==> src/opcode_classify.sv <==
// Opcode decode package and first-byte classifier
// Assumes bytes arrive from logic on the same clock; purely combinational
package opdec_pkg;
  // First-byte patterns and the ASCII second byte
  localparam logic [5:0] COPY_RM_PAT     = 6'h22;
  localparam logic [6:0] COPY_IMM_PAT    = 7'h63;
  localparam logic [7:0] COPY_TO_SEG     = 8'h8E;
  localparam logic [7:0] COPY_FROM_SEG   = 8'h8C;
  localparam logic [7:0] STACK_STORE_OP  = 8'hFF;
  localparam logic [7:0] STACK_LOAD_OP   = 8'h8F;
  localparam logic [6:0] MINUS_ONE_PAT   = 7'h7F;
  localparam logic [5:0] COMPARE_RM_PAT  = 6'h0E;
  localparam logic [6:0] COMPARE_ACC_PAT = 7'h1E;
  localparam logic [6:0] QUOT_PAT        = 7'h7B;
  localparam logic [7:0] ASCII_SUB_OP    = 8'h2F;
  localparam logic [7:0] ASCII_PROD_OP   = 8'hD4;
  localparam logic [7:0] ASCII_QUOT_OP   = 8'hD5;
  localparam logic [7:0] ASCII_BASE      = 8'h0A;
  localparam logic [7:0] BYTE_WIDEN_OP   = 8'h98;
  localparam logic [7:0] WORD_WIDEN_OP   = 8'h99;
  // Second-byte middle fields
  localparam logic [2:0] MID_COPY_IMM    = 3'h0;
  localparam logic [2:0] MID_STACK_STORE = 3'h6;
  localparam logic [2:0] MID_STACK_LOAD  = 3'h0;
  localparam logic [2:0] MID_MINUS_ONE   = 3'h1;
  localparam logic [2:0] MID_SIGN_FLIP   = 3'h3;
  localparam logic [2:0] MID_UQUOT       = 3'h6;
  localparam logic [2:0] MID_SQUOT       = 3'h7;
  // Field positions
  localparam int SIZE_BIT    = 0;
  localparam int DIR_BIT     = 1;
  localparam int SEG_TOP_BIT = 5;
  // Immediate byte counts
  localparam logic [1:0] IMM_NARROW = 2'h1;
  localparam logic [1:0] IMM_WIDE   = 2'h2;

  typedef enum logic [3:0] {
    ST_OPCODE = 4'h1,
    ST_MODRM  = 4'h2,
    ST_FIXED2 = 4'h4,
    ST_IMM    = 4'h8
  } state_t;

  typedef enum logic [4:0] {
    OP_NONE                 = 5'h00,
    OP_COPY_RM              = 5'h01,
    OP_COPY_IMM             = 5'h02,
    OP_COPY_TO_SEG          = 5'h03,
    OP_COPY_FROM_SEG        = 5'h04,
    OP_STACK_STORE          = 5'h05,
    OP_STACK_LOAD           = 5'h06,
    OP_MINUS_ONE            = 5'h07,
    OP_SIGN_FLIP            = 5'h08,
    OP_COMPARE_RM           = 5'h09,
    OP_COMPARE_ACC_IMM      = 5'h0A,
    OP_UNSIGNED_QUOTIENT    = 5'h0B,
    OP_SIGNED_QUOTIENT      = 5'h0C,
    OP_ASCII_SUBTRACT_FIX   = 5'h0D,
    OP_ASCII_PRODUCT_FIX    = 5'h0E,
    OP_ASCII_QUOTIENT_PREP  = 5'h0F,
    OP_BYTE_SIGN_WIDEN      = 5'h10,
    OP_WORD_SIGN_WIDEN      = 5'h11
  } op_t;

  typedef enum logic [2:0] {
    KIND_DONE   = 3'h0,
    KIND_FIXED  = 3'h1,
    KIND_SEG    = 3'h2,
    KIND_MID    = 3'h3,
    KIND_SECOND = 3'h4,
    KIND_IMM    = 3'h5,
    KIND_BAD    = 3'h6
  } kind_t;

  typedef struct packed {
    kind_t kind;
    op_t   op;
    logic  word;
    logic  reg_dest;
  } first_class_t;

  typedef struct packed {
    op_t         op;
    logic        unsupported;
    logic        word;
    logic        reg_dest;
    logic        has_operand_byte;
    logic [1:0]  mode;
    logic [2:0]  reg_field;
    logic [2:0]  rm_field;
    logic [15:0] imm;
  } decode_result_t;
endpackage

`timescale 1ns/1ns
module opcode_classify (
  // First byte
  input  wire logic [7:0]            byte_in,
  // Classification
  output opdec_pkg::first_class_t    class_out
);
  always_comb begin
    class_out          = '0;
    class_out.kind     = opdec_pkg::KIND_BAD;
    class_out.op       = opdec_pkg::OP_NONE;
    class_out.word     = byte_in[opdec_pkg::SIZE_BIT];
    class_out.reg_dest = 1'h0;
    if (byte_in[7:2] == opdec_pkg::COPY_RM_PAT) begin
      class_out.kind     = opdec_pkg::KIND_FIXED;
      class_out.op       = opdec_pkg::OP_COPY_RM;
      class_out.reg_dest = byte_in[opdec_pkg::DIR_BIT];
    end else if (byte_in[7:2] == opdec_pkg::COMPARE_RM_PAT) begin
      class_out.kind     = opdec_pkg::KIND_FIXED;
      class_out.op       = opdec_pkg::OP_COMPARE_RM;
      class_out.reg_dest = byte_in[opdec_pkg::DIR_BIT];
    end else if (byte_in == opdec_pkg::COPY_TO_SEG) begin
      class_out.kind     = opdec_pkg::KIND_SEG;
      class_out.op       = opdec_pkg::OP_COPY_TO_SEG;
      class_out.word     = 1'h1;
      class_out.reg_dest = 1'h1;
    end else if (byte_in == opdec_pkg::COPY_FROM_SEG) begin
      class_out.kind = opdec_pkg::KIND_SEG;
      class_out.op   = opdec_pkg::OP_COPY_FROM_SEG;
      class_out.word = 1'h1;
    end else if (byte_in[7:1] == opdec_pkg::COPY_IMM_PAT ||
                 byte_in[7:1] == opdec_pkg::MINUS_ONE_PAT ||
                 byte_in[7:1] == opdec_pkg::QUOT_PAT ||
                 byte_in == opdec_pkg::STACK_LOAD_OP) begin
      class_out.kind = opdec_pkg::KIND_MID;
    end else if (byte_in[7:1] == opdec_pkg::COMPARE_ACC_PAT) begin
      class_out.kind = opdec_pkg::KIND_IMM;
      class_out.op   = opdec_pkg::OP_COMPARE_ACC_IMM;
    end else if (byte_in == opdec_pkg::ASCII_PROD_OP) begin
      class_out.kind = opdec_pkg::KIND_SECOND;
      class_out.op   = opdec_pkg::OP_ASCII_PRODUCT_FIX;
    end else if (byte_in == opdec_pkg::ASCII_QUOT_OP) begin
      class_out.kind = opdec_pkg::KIND_SECOND;
      class_out.op   = opdec_pkg::OP_ASCII_QUOTIENT_PREP;
    end else if (byte_in == opdec_pkg::ASCII_SUB_OP) begin
      class_out.kind = opdec_pkg::KIND_DONE;
      class_out.op   = opdec_pkg::OP_ASCII_SUBTRACT_FIX;
    end else if (byte_in == opdec_pkg::BYTE_WIDEN_OP) begin
      class_out.kind = opdec_pkg::KIND_DONE;
      class_out.op   = opdec_pkg::OP_BYTE_SIGN_WIDEN;
    end else if (byte_in == opdec_pkg::WORD_WIDEN_OP) begin
      class_out.kind = opdec_pkg::KIND_DONE;
      class_out.op   = opdec_pkg::OP_WORD_SIGN_WIDEN;
    end
  end
endmodule

==> src/opcode_decode_transfer_arith.sv <==
// Instruction decoder for copy, stack, compare, divide and adjust opcodes
// Assumes bytes come one per valid cycle from logic on ref_clk_in
// Notes on behaviour
// - 100010dw plus operand byte: register copy
// - 1100011w mid 000: immediate copy, bytes
// - 8E: copy into segment, top bit 0
// - 8C: copy from segment, top bit 0
// - FF mid 110: stack store
// - 8F mid 000: stack load
// - 1111111w mid 001: minus one
// - 001110dw: compare register with operand
// - 0011110w: compare accumulator with immediate
// - 1111011w mid 110: unsigned divide
// - 1111011w mid 111: signed divide
// - 2F: ASCII fix after subtract
// - D4 0A: ASCII fix after multiply
// - D5 0A: ASCII prep before divide
// - 98: widen byte sign into word
// - 99: widen word sign into double
`timescale 1ns/1ns
module opcode_decode_transfer_arith (
  // Clock and reset
  input  wire logic                      ref_clk_in,
  input  wire logic                      rst_b_in,
  // Instruction byte stream
  input  wire logic                      byte_valid_in,
  input  wire logic [7:0]                byte_in,
  // Decode result
  output logic                           result_valid_out,
  output opdec_pkg::decode_result_t      result_out,
  output logic                           mid_instr_out
);
  opdec_pkg::state_t         st_ff;
  opdec_pkg::state_t         nxt_st;
  opdec_pkg::decode_result_t res_ff;
  opdec_pkg::decode_result_t nxt_res;
  logic                      res_vld_ff;
  logic                      nxt_res_vld;
  logic [7:0]                first_ff;
  logic [7:0]                nxt_first;
  opdec_pkg::kind_t          kind_ff;
  opdec_pkg::kind_t          nxt_kind;
  logic [1:0]                left_ff;
  logic [1:0]                nxt_left;
  opdec_pkg::first_class_t   cls;
  opdec_pkg::op_t            mid_op;

  opcode_classify u_classify (
    .byte_in   (byte_in),
    .class_out (cls)
  );

  // Operation chosen by the middle field of the operand byte
  function automatic opdec_pkg::op_t mid_decode(input logic [7:0] first,
                                                input logic [2:0] mid);
    mid_decode = opdec_pkg::OP_NONE;
    if (first[7:1] == opdec_pkg::MINUS_ONE_PAT && mid == opdec_pkg::MID_MINUS_ONE) begin
      mid_decode = opdec_pkg::OP_MINUS_ONE;
    end else if (first == opdec_pkg::STACK_STORE_OP &&
                 mid == opdec_pkg::MID_STACK_STORE) begin
      mid_decode = opdec_pkg::OP_STACK_STORE;
    end else if (first == opdec_pkg::STACK_LOAD_OP &&
                 mid == opdec_pkg::MID_STACK_LOAD) begin
      mid_decode = opdec_pkg::OP_STACK_LOAD;
    end else if (first[7:1] == opdec_pkg::COPY_IMM_PAT && mid == opdec_pkg::MID_COPY_IMM) begin
      mid_decode = opdec_pkg::OP_COPY_IMM;
    end else if (first[7:1] == opdec_pkg::QUOT_PAT) begin
      if (mid == opdec_pkg::MID_UQUOT) begin
        mid_decode = opdec_pkg::OP_UNSIGNED_QUOTIENT;
      end else if (mid == opdec_pkg::MID_SQUOT) begin
        mid_decode = opdec_pkg::OP_SIGNED_QUOTIENT;
      end else if (mid == opdec_pkg::MID_SIGN_FLIP) begin
        mid_decode = opdec_pkg::OP_SIGN_FLIP;
      end
    end
  endfunction

  assign mid_op = mid_decode(first_ff, byte_in[5:3]);

  // Next-state and result assembly
  always_comb begin
    nxt_st      = st_ff;
    nxt_res     = res_ff;
    nxt_res_vld = 1'h0;
    nxt_first   = first_ff;
    nxt_kind    = kind_ff;
    nxt_left    = left_ff;
    if (byte_valid_in) begin
      unique case (st_ff)
        opdec_pkg::ST_OPCODE: begin
          nxt_first        = byte_in;
          nxt_kind         = cls.kind;
          nxt_res          = '0;
          nxt_res.op       = cls.op;
          nxt_res.word     = cls.word;
          nxt_res.reg_dest = cls.reg_dest;
          unique case (cls.kind)
            opdec_pkg::KIND_DONE: begin
              nxt_res_vld = 1'h1;
            end
            opdec_pkg::KIND_BAD: begin
              nxt_res.unsupported = 1'h1;
              nxt_res_vld         = 1'h1;
            end
            opdec_pkg::KIND_IMM: begin
              nxt_left = cls.word ? opdec_pkg::IMM_WIDE : opdec_pkg::IMM_NARROW;
              nxt_st   = opdec_pkg::ST_IMM;
            end
            opdec_pkg::KIND_SECOND: begin
              nxt_st = opdec_pkg::ST_FIXED2;
            end
            default: begin
              nxt_st = opdec_pkg::ST_MODRM;
            end
          endcase
        end
        opdec_pkg::ST_MODRM: begin
          nxt_res.has_operand_byte = 1'h1;
          nxt_res.mode             = byte_in[7:6];
          nxt_res.reg_field        = byte_in[5:3];
          nxt_res.rm_field         = byte_in[2:0];
          nxt_st                   = opdec_pkg::ST_OPCODE;
          nxt_res_vld              = 1'h1;
          if (kind_ff == opdec_pkg::KIND_SEG && byte_in[opdec_pkg::SEG_TOP_BIT]) begin
            nxt_res.unsupported = 1'h1;
          end
          if (kind_ff == opdec_pkg::KIND_MID) begin
            nxt_res.op = mid_op;
            if (mid_op == opdec_pkg::OP_NONE) begin
              nxt_res.unsupported = 1'h1;
            end
            if (mid_op == opdec_pkg::OP_COPY_IMM) begin
              nxt_left    = res_ff.word ? opdec_pkg::IMM_WIDE : opdec_pkg::IMM_NARROW;
              nxt_st      = opdec_pkg::ST_IMM;
              nxt_res_vld = 1'h0;
            end
          end
        end
        opdec_pkg::ST_FIXED2: begin
          if (byte_in != opdec_pkg::ASCII_BASE) begin
            nxt_res.unsupported = 1'h1;
          end
          nxt_st      = opdec_pkg::ST_OPCODE;
          nxt_res_vld = 1'h1;
        end
        opdec_pkg::ST_IMM: begin
          // Low byte first, high byte second
          if (res_ff.word) begin
            nxt_res.imm = {byte_in, res_ff.imm[15:8]};
          end else begin
            nxt_res.imm = {8'h00, byte_in};
          end
          nxt_left = left_ff - 2'h1;
          if (left_ff == opdec_pkg::IMM_NARROW) begin
            nxt_st      = opdec_pkg::ST_OPCODE;
            nxt_res_vld = 1'h1;
          end
        end
        default: begin
          nxt_st = opdec_pkg::ST_OPCODE;
        end
      endcase
    end
  end

  // Sequencer state
  always_ff @(posedge ref_clk_in or negedge rst_b_in) begin
    if (!rst_b_in) begin
      st_ff   <= opdec_pkg::ST_OPCODE;
      kind_ff <= opdec_pkg::KIND_DONE;
      left_ff <= 2'h0;
    end else begin
      st_ff   <= nxt_st;
      kind_ff <= nxt_kind;
      left_ff <= nxt_left;
    end
  end

  // First byte held for operand-byte decode
  always_ff @(posedge ref_clk_in or negedge rst_b_in) begin
    if (!rst_b_in) begin
      first_ff <= 8'h00;
    end else begin
      first_ff <= nxt_first;
    end
  end

  // Result registers
  always_ff @(posedge ref_clk_in or negedge rst_b_in) begin
    if (!rst_b_in) begin
      res_ff     <= '0;
      res_vld_ff <= 1'h0;
    end else begin
      res_ff     <= nxt_res;
      res_vld_ff <= nxt_res_vld;
    end
  end

  // Busy flag
  always_ff @(posedge ref_clk_in or negedge rst_b_in) begin
    if (!rst_b_in) begin
      mid_instr_out <= 1'h0;
    end else begin
      mid_instr_out <= (nxt_st != opdec_pkg::ST_OPCODE);
    end
  end

  assign result_valid_out = res_vld_ff;
  assign result_out       = res_ff;
endmodule

==> config.mk <==
export PLATFORM = sky130hd
export DESIGN_NAME = opcode_decode_transfer_arith
export DESIGN_NICKNAME = d
export VERILOG_FILES = /design/src/opcode_classify.sv /design/src/opcode_decode_transfer_arith.sv
export SDC_FILE = /design/constraint.sdc
export NUM_CORES = 1
export LEC_CHECK = 0
export BUFFER_PORTS_ARGS = -buffer_cell sky130_fd_sc_hd__buf_2
export CAP_MARGIN = 5
export CORE_ASPECT_RATIO = 0.5
export CORE_UTILIZATION = 51
export DETAILED_ROUTE_END_ITERATION = 6
export GPL_ROUTABILITY_DRIVEN = 0
export PLACE_DENSITY_LB_ADDON = 0.15
export REMOVE_ABC_BUFFERS = 1
export SLEW_MARGIN = 40
export SYNTH_ARGS = -nofsm -noshare
export SYNTH_HDL_FRONTEND = slang
export SYNTH_SLANG_ARGS = --single-unit
==> constraint.sdc <==
create_clock -name ref_clk_in -period 2.7 [get_ports ref_clk_in]
set_input_delay 0.54 -clock ref_clk_in [delete_from_list [all_inputs] [get_ports ref_clk_in]]
set_output_delay 0.54 -clock ref_clk_in [all_outputs]
set_load 0.01 [all_outputs]
==> results of run 1 <==
==> where the power goes <==
| group | switching [mW] | leakage [nW] | internal, mW |
|---|---|---|---|
| clock network | 0.263 | 0.0414 | 0.185 |
| logic | 0.386 | 0.768 | 0.323 |
| registers | 0.172 | 0.678 | 0.936 |
==> synthesized netlist by cell type, types with 4 or more instances <==
cell      count  area (sq um)
and2_1        4         25.02
nand3_1       8         40.04
nand2b_1      4         25.02
inv_1         7         26.28
a21oi_1       7         35.03
clkbuf_1     12         45.04
dfrtp_1      51          1276
nor3_1        5         25.02
nand2_1      26         97.59
nor2_1       14         52.55
buf_2         4         20.02
a31oi_1       6         37.54
a22o_1       18         157.7
mux2i_1       8         80.08
o22ai_1       6         37.54
o21ai_0      22         110.1
mux2_1        5         56.30
nor4_1        6         37.54
==> cell type report <==
cell class              count  area [sq um]
fillers                   463          1923
multi-input cells         201          1444
flip-flops and latches     52          1303
repair buffers             53         285.3
well taps                  70         87.58
clock buffers               6         72.57
inverters                   7         26.28
clock inverters             2         16.27
==> flip-flops by register name, summed over array words and instances (netlist names) <==
name / flops
mid_instr_out: 1
st_ff: 4
kind_ff: 3
left_ff: 2
result_valid_out: 1
result_out: 33
first_ff: 8
==> per-stage QoR <==
step	power (mW)	setup slack, ns	area (sq um)	utilization	hold WS [ns]
after floorplan	1.546	0.5959	2773	-	0.2444
after CTS	2.272	0.5614	3234	0.6271	0.06816
final	2.265	0.5234	3234	0.6271	0.06766
after detailed placement	1.823	0.3947	3146	0.6099	0.4070
after global routing	2.382	0.4395	3234	0.6271	0.06898
after global placement	1.797	0.4393	3146	0.6099	0.4025
==> layer usage <==
metal	track usage	vias up	wire length (microns)
li1	-	1129	-
met3	0.05738	8	586
met5	0	-	0
met4	0.05936	0	40
met1	0.3817	1148	3566
met2	0.3992	100	3059
==> kinds of logic after synthesis <==
logic type	Yosys count
flops	52
buf+inv	27
simple gates	101
compound gates	81
fa+ha+maj	1
mux	16
xor+xnor	2
==> placed cells by master, fill, tap and decap left out, types with 7 or more instances in the layout <==
| master | n |
|---|---|
| dfrtp_1 | 51 |
| buf_2 | 45 |
| nand2_1 | 26 |
| o21ai_0 | 22 |
| a22o_1 | 18 |
| nor2_1 | 14 |
| nand3_1 | 8 |
| mux2i_1 | 8 |
| buf_4 | 8 |
| inv_1 | 7 |
| a21oi_1 | 7 |
==> how the worst min path moves through the flow <==
| stage | endpoint | slack [ns] |
|---|---|---|
| after floorplan | first_ff[0]$_DFFE_PN0P_ | 0.24 |
| after global placement | result_out[7]$_DFFE_PN0P_ | 0.40 |
| after detailed placement | result_out[6]$_DFFE_PN0P_ | 0.41 |
| after CTS | result_out[6]$_DFFE_PN0P_ | 0.07 |
| after global routing | result_out[6]$_DFFE_PN0P_ | 0.07 |
| final | result_out[6]$_DFFE_PN0P_ | 0.07 |
==> out/summary.txt, run 1 <==
clk slew on worst S/H paths: 0.10 ns
GR Overflow Total: 0
max_slew headroom: 0.5992
cell count after synthesis: 280
min-delay worst type: in -> async
crit path to: result_out[28]$_DFFE_PN0P_
worst-path maximum fanout: 10
vias: 2385
Main synth FF type: dfrtp_1
status: finished clean
initial antenna violation count: 0
Yosys reg bits: 52
Hold-fix buffers, CTS: 0
initial core utilization: 0.5568
Stages on worst setup path: 5
CP endpoint kind: register
syn avg cell area: 10.26 sq um
clk_lat worst skew: 0.31 ns
share of layout cells above drive strength 1: 0.2461
Final Setup Violations: 0
post-route minimum period: 2.177 ns
worst r2r src: st_ff[2]$_DFF_PN0_
Via density: 6.100
Critical Path Source: st_ff[2]$_DFF_PN0_
compound-gate portion of the synthesized area: 0.2044
Least-Margin Pin Slew: 0.5956 ns
num rows: 18
Clock Skew: 0.007923 ns
critical path startpoint category: register
routed len/inst: 18.55 microns
max_cap viols: 0
DIE WIDTH: 108.1 microns
CP peak stage delay: 0.75 ns
R2R setup slack: 0.52 ns
vias in the first global route: 2152
worst endpoint required time: 2.91 ns
number of synthesized flops with an enable pin: 0
distinct cell type count after synthesis: 61
Die Area: 0.005953 sq mm
Inserted Diodes: 0
Detailed Route WL: 7.252 mm
Clock Sink Count: 52
CTS tree: built
drt first-iter violations: 282
Max H-tree Level: 2
multiplexer share of the synthesized area: 0.05926
Area Overhead vs Synth: 12.64%
DP HPWL: 5.328 mm
port bufs: 45
Worst path top cell family by delay: simple AND/OR/NAND/NOR gates
worst flop-to-flop path endpoint: result_out[28]$_DFFE_PN0P_
DRC viols: 0
Pleak: 1.487 nW
I/O Pins: 46
maximum VDD drop: 0.3370 mV
Core Footprint: 0.005157 sq mm
largest net degree at the start of global routing: 24
Cells after DPL: 383
worst path cell trace: or4b_1 -> nor2_4 -> o21a_1 -> nand2_1 -> o22a_1
FMAX: 459.4 MHz
first-pass GRT wire length: 11.21 mm
ys async rst share: 1.000
WS Path Type: reg -> reg
Post-CTS Repair Setup Buffers: 0
Post-layout nets: 332
DRT antenna net count: 0
simple-gate share of the synthesized area: 0.2288
sequential share of the synthesized area: 0.4536
Pwr per Cell Area: 700.3 mW/mm^2
GRT Total Usage: 0.2612
Max Buffers Root-to-Sink: 2
RSZ-0062 raised after global routing: false
largest family of logic cells by synthesized area: simple AND/OR/NAND/NOR gates
Clock Root Buffer: clkbuf_8
CTS buffer count: 5
Max Slew Vio Count: 0
detailed-router iteration count before antenna repair: 6
Post-Synth XOR/XNOR Area: 0.006100
synth warn: 0
period utilization: 0.8061
WP buf/inv: 0
R2R depth: 5
synthesized area: 0.002872 sq mm
CP max stage cell: or4b_1
setup TNS: 0 ns
Die H: 55.06 microns
post-cts resize count: 0
Non-Filler Instances: 391
Fin. Hold Viols: 0
Synth Area in Adders: 0.004357
critical path arrival: 2.38 ns
No activity file was read; power rests on OpenSTA's default activity.
==> run 2: changes to the inputs <==
Clock period 2.7 ns to 2.1 ns, I/O delays scaled along.
==> run 2 against run 1 <==
  * Global-route usage grew 0.73 points
  * Routed wire length grew 2.2%
  * Clock skew grew 0.0040 ns
  * Register-to-register slack lost 0.39 ns
  * First-iteration DRC count shrank 30%
  * Combinational power grew 42%
  * Highest routed layer unchanged
  * Largest power group unchanged
  * Critical endpoint is now result_out[27]$_DFFE_PN0P_
  * Final cell count grew 6.6%
  * Non-clock buffer count grew 26
==> out/summary.txt, run 2 (synthesis results as in run 1) <==
Post-CTS Repair Setup Buffers: 0
switching share of power: 0.3647
worst hold slack: 0.06167 ns
maximum VDD drop: 0.5154 mV
initial antenna violation count: 0
RSZ-0062 raised after global routing: false
num rows: 18
detailed-router iteration count before antenna repair: 4
max_cap viols: 0
Fin. Hold Viols: 0
Power Internal: 1.914 mW
Via density: 6.103
clock power share: 0.203
Inserted Diodes: 0
DP HPWL: 5.634 mm
DRC viols: 0
Largest register FFs: 33
CP peak stage delay: 0.71 ns
Max Slew Vio Count: 0
WS Path Type: reg -> reg
DRT antenna net count: 0
Area Overhead vs Synth: 20.04%
critical path arrival: 2.16 ns
FMAX: 508.4 MHz
Least-Margin Pin Slew: 0.6117 ns
max_slew headroom: 0.5895
Max H-tree Level: 2
NetSw: 1.099 mW
Max Buffers Root-to-Sink: 2
GR Overflow Total: 0
Clock Root Buffer: clkbuf_8
Non-Filler Instances: 417
period utilization: 0.9366
Cells after DPL: 409
Pwr per Cell Area: 874.0 mW/mm^2
Die Area: 0.005953 sq mm
drt first-iter violations: 196
Post-layout nets: 358
GRT Total Usage: 0.2686
largest net degree at the start of global routing: 32
CTS tree: built
Core Footprint: 0.005157 sq mm
Clock Skew: 0.01197 ns
min-delay worst type: in -> async
CP max stage cell: or4b_1
post-route minimum period: 1.967 ns
CTS buffer count: 5
post-cts resize count: 0
clk slew on worst S/H paths: 0.10 ns
share of layout cells above drive strength 1: 0.3055
Overall Power: 3.013 mW
CP endpoint kind: register
first-pass GRT wire length: 11.69 mm
Hold-fix buffers, CTS: 0
worst endpoint required time: 2.29 ns
Final Setup Violations: 0
clk_lat worst skew: 0.32 ns
Pleak: 1.626 nW
Clock Sink Count: 52
fin util: 0.6684
initial core utilization: 0.5568
routed len/inst: 17.78 microns
vias in the first global route: 2294
Logic pwr share: 0.335
vias: 2545
worst path cell trace: or4b_1 -> or3_1 -> a21oi_1 -> nor4b_4
port bufs: 45
worst-path maximum fanout: 6
status: finished clean
Detailed Route WL: 7.413 mm
DIE WIDTH: 108.1 microns
commonest non-fill, non-tap cell in the layout: dfrtp_1
I/O Pins: 46
critical path startpoint category: register
Reg power frac: 0.462
commonest cells after routing, fill and taps aside: dfrtp_1 (51), buf_2 (45), buf_4 (33), nand2_1 (26), o21ai_0 (22)
Die H: 55.06 microns
[run 2: cell count changes in the layout (fill, tap and decap cells not counted), sizes merged]
| cell | change |
|---|---|
| clkinv | -1 |
| buf | +26 |
| inv | +2 |
| clkbuf | -1 |
[run 2: cell type report]
type	instances	area (sq um)
sequential	52	1303
tap	70	87.58
timing repair buffer	79	493.0
fill	428	1710
multi-input combinational	201	1444
inverter	7	26.28
clock inverter	3	25.02
clock buffer	5	68.82
[run 2: final timing paths]
check                                        endpoint                       start  cells past startpoint  slack, ns
hold / removal             result_out[20]$_DFFE_PN0P_                    rst_b_in                      1       0.06
max in group asynchronous          st_ff[0]$_DFF_PN1_                    rst_b_in                      2       1.41
min in group ref_clk_in    result_out[10]$_DFFE_PN0P_                  byte_in[2]                      2       0.47
hold reg to reg            result_out[24]$_DFFE_PN0P_  result_out[24]$_DFFE_PN0P_                      2       0.48
setup reg to reg           result_out[27]$_DFFE_PN0P_          st_ff[2]$_DFF_PN0_                      4       0.13
setup / recovery           result_out[27]$_DFFE_PN0P_          st_ff[2]$_DFF_PN0_                      4       0.13
[run 2: power by group through the flow]
stage	clock [mW]	sequential [mW]	combinational, mW
detailed placement	0	1.41	0.997
global placement	0	1.40	0.974
floorplan	0	1.42	0.565
CTS	0.625	1.39	1.01
finish	0.612	1.39	1.01
global route	0.662	1.42	1.10
[run 2: metal layers]
layer,share of wire,global-route usage,vias up
li1,-,-,1180
met2,0.41,0.4066,117
met4,0.0086,0.09132,0
met1,0.51,0.3858,1239
met3,0.071,0.05504,9
met5,0,0,-
[run 2: worst max-delay path, delay by kind of cell, from the launching register on]
kind	cells	cell delay [ns]
AOI/OAI and AO/OA	1	0.24
DFF	1	0.39
and+or+nand+nor	3	1.21
[run 2: metrics by stage]
step,cell area (sq um),worst slack [ns],setup TNS (ns)
detailed placement,3353,0.01693,0
floorplan,2773,-0.004087,-0.004087
global placement,3353,0.01476,0
global route,3447,0.05147,0
CTS,3447,0.1303,0
finish,3447,0.1332,0
==> run 3: changes to the inputs <==
Settings changed: PLACE_DENSITY from default to 0.78, PLACE_DENSITY_LB_ADDON 0.15 to default, TNS_END_PERCENT from default to 1.
==> run 3 against run 2 <==
  * Global-route usage rose by 1.1 points
  * Via count increased by 0.79%
  * Die area stayed put
  * Critical path type unchanged
==> out/summary.txt, run 3 (synthesis results as in run 1) <==
min-delay worst type: in -> async
maximum VDD drop: 0.4556 mV
Detailed Route WL: 7.721 mm
commonest cells after routing, fill and taps aside: dfrtp_1 (51), buf_2 (45), buf_4 (33), nand2_1 (26), o21ai_0 (22)
RSZ-0062 raised after global routing: false
max_slew headroom: 0.5881
DRC viols: 0
status: finished clean
worst slack, placed: 0.07502 ns
Post-CTS Repair Setup Buffers: 0
post-route minimum period: 2.025 ns
clk slew on worst S/H paths: 0.10 ns
critical path arrival: 2.23 ns
vias in the first global route: 2335
FMAX: 493.8 MHz
num rows: 18
worst endpoint required time: 2.30 ns
Fin. Hold Viols: 0
Area Overhead vs Synth: 19.39%
commonest non-fill, non-tap cell in the layout: dfrtp_1
CTS buffer count: 5
worst r2r src: st_ff[2]$_DFF_PN0_
largest net degree at the start of global routing: 26
DRT antenna net count: 0
period utilization: 0.9644
Largest register FFs: 33
Clock Sink Count: 52
worst-path maximum fanout: 6
CTS tree: built
Via density: 6.166
port bufs: 45
I/O Pins: 46
Max Buffers Root-to-Sink: 2
Core Footprint: 0.005157 sq mm
Non-Filler Instances: 416
Clock Skew: 0.01228 ns
Critical Path Source: st_ff[2]$_DFF_PN0_
clk_lat worst skew: 0.32 ns
first-pass GRT wire length: 12.16 mm
Clock Root Buffer: clkbuf_8
drt first-iter violations: 249
Max Slew Vio Count: 0
GRT Total Usage: 0.2799
CP endpoint kind: register
initial core utilization: 0.5568
detailed-router iteration count before antenna repair: 5
Max H-tree Level: 2
DP HPWL: 5.680 mm
WS Path Type: reg -> reg
routed len/inst: 18.56 microns
Pleak: 1.616 nW
Post-layout nets: 357
share of layout cells above drive strength 1: 0.3035
Cells after DPL: 408
critical path startpoint category: register
max_cap viols: 0
Final Setup Violations: 0
Pwr per Cell Area: 877.4 mW/mm^2
GR Overflow Total: 0
final worst setup slack: 0.07486 ns
vias: 2565
Inserted Diodes: 0
Least-Margin Pin Slew: 0.6137 ns
initial antenna violation count: 0
DIE WIDTH: 108.1 microns
Die H: 55.06 microns
Die Area: 0.005953 sq mm
## run 3: changes by cell type in the layout (fill, tap and decap cells not counted), sizes merged
cell and change:
clkbuf +2, inv -2, buf -1
## run 3: critical path: stages, from the launching register on
cell,delay (ns)
dfrtp_1,0.38
or4b_1,0.71
or3_1,0.43
a21oi_1,0.31
nor4b_4,0.08
## run 3: path summary, 6_finish.rpt
check                                             endpoint  slack [ns]  cells after the start
max in group asynchronous       result_out[26]$_DFFE_PN0P_        1.40                      2
worst min-delay path               mid_instr_out$_DFF_PN0_        0.03                      1
min in group ref_clk_in         result_valid_out$_DFF_PN0_        0.41                      2
worst max-delay path            result_out[27]$_DFFE_PN0P_        0.07                      4
worst max register to register  result_out[27]$_DFFE_PN0P_        0.07                      4
worst min register to register   result_out[3]$_DFFE_PN0P_        0.49                      2
## run 3: routing by layer
layer | track usage | wire [microns]
met1 | 0.3834 | 3529
met2 | 0.4544 | 3412
met3 | 0.05738 | 635
met4 | 0.08904 | 143
met5 | 0 | 0
## run 3: area by class of cell
class                      instances  area [sq um]
clock buffer                       7         86.33
clock inverter                     1         7.507
fill                             419          1729
inverter                           7         26.28
multi-input combinational        201          1445
sequential                        52          1303
tap                               70         87.58
timing repair buffer              78         473.0
## run 3: stage by stage
| step | power, mW | TNS [ns] | cell area [sq um] | hold WS, ns | utilization |
|---|---|---|---|---|---|
| floorplan | 1.988 | -0.004087 | 2773 | 0.1244 | - |
| global placement | 2.355 | 0 | 3333 | 0.3763 | 0.6463 |
| detailed placement | 2.403 | 0 | 3333 | 0.3872 | 0.6463 |
| CTS | 3.004 | 0 | 3427 | 0.04516 | 0.6645 |
| global route | 3.171 | 0 | 3428 | 0.04895 | 0.6647 |
| finish | 3.008 | 0 | 3428 | 0.03297 | 0.6647 |
## run 3: power breakdown
part / internal (mW) / switching [mW]
clock: 0.269 / 0.340
combinational: 0.465 / 0.537
sequential: 1.20 / 0.195
## run 3: repair_timing
item,in CTS,in global routing
resized for setup,0,1
hold buffers,0,0
endpoints found under the setup margin,0,1
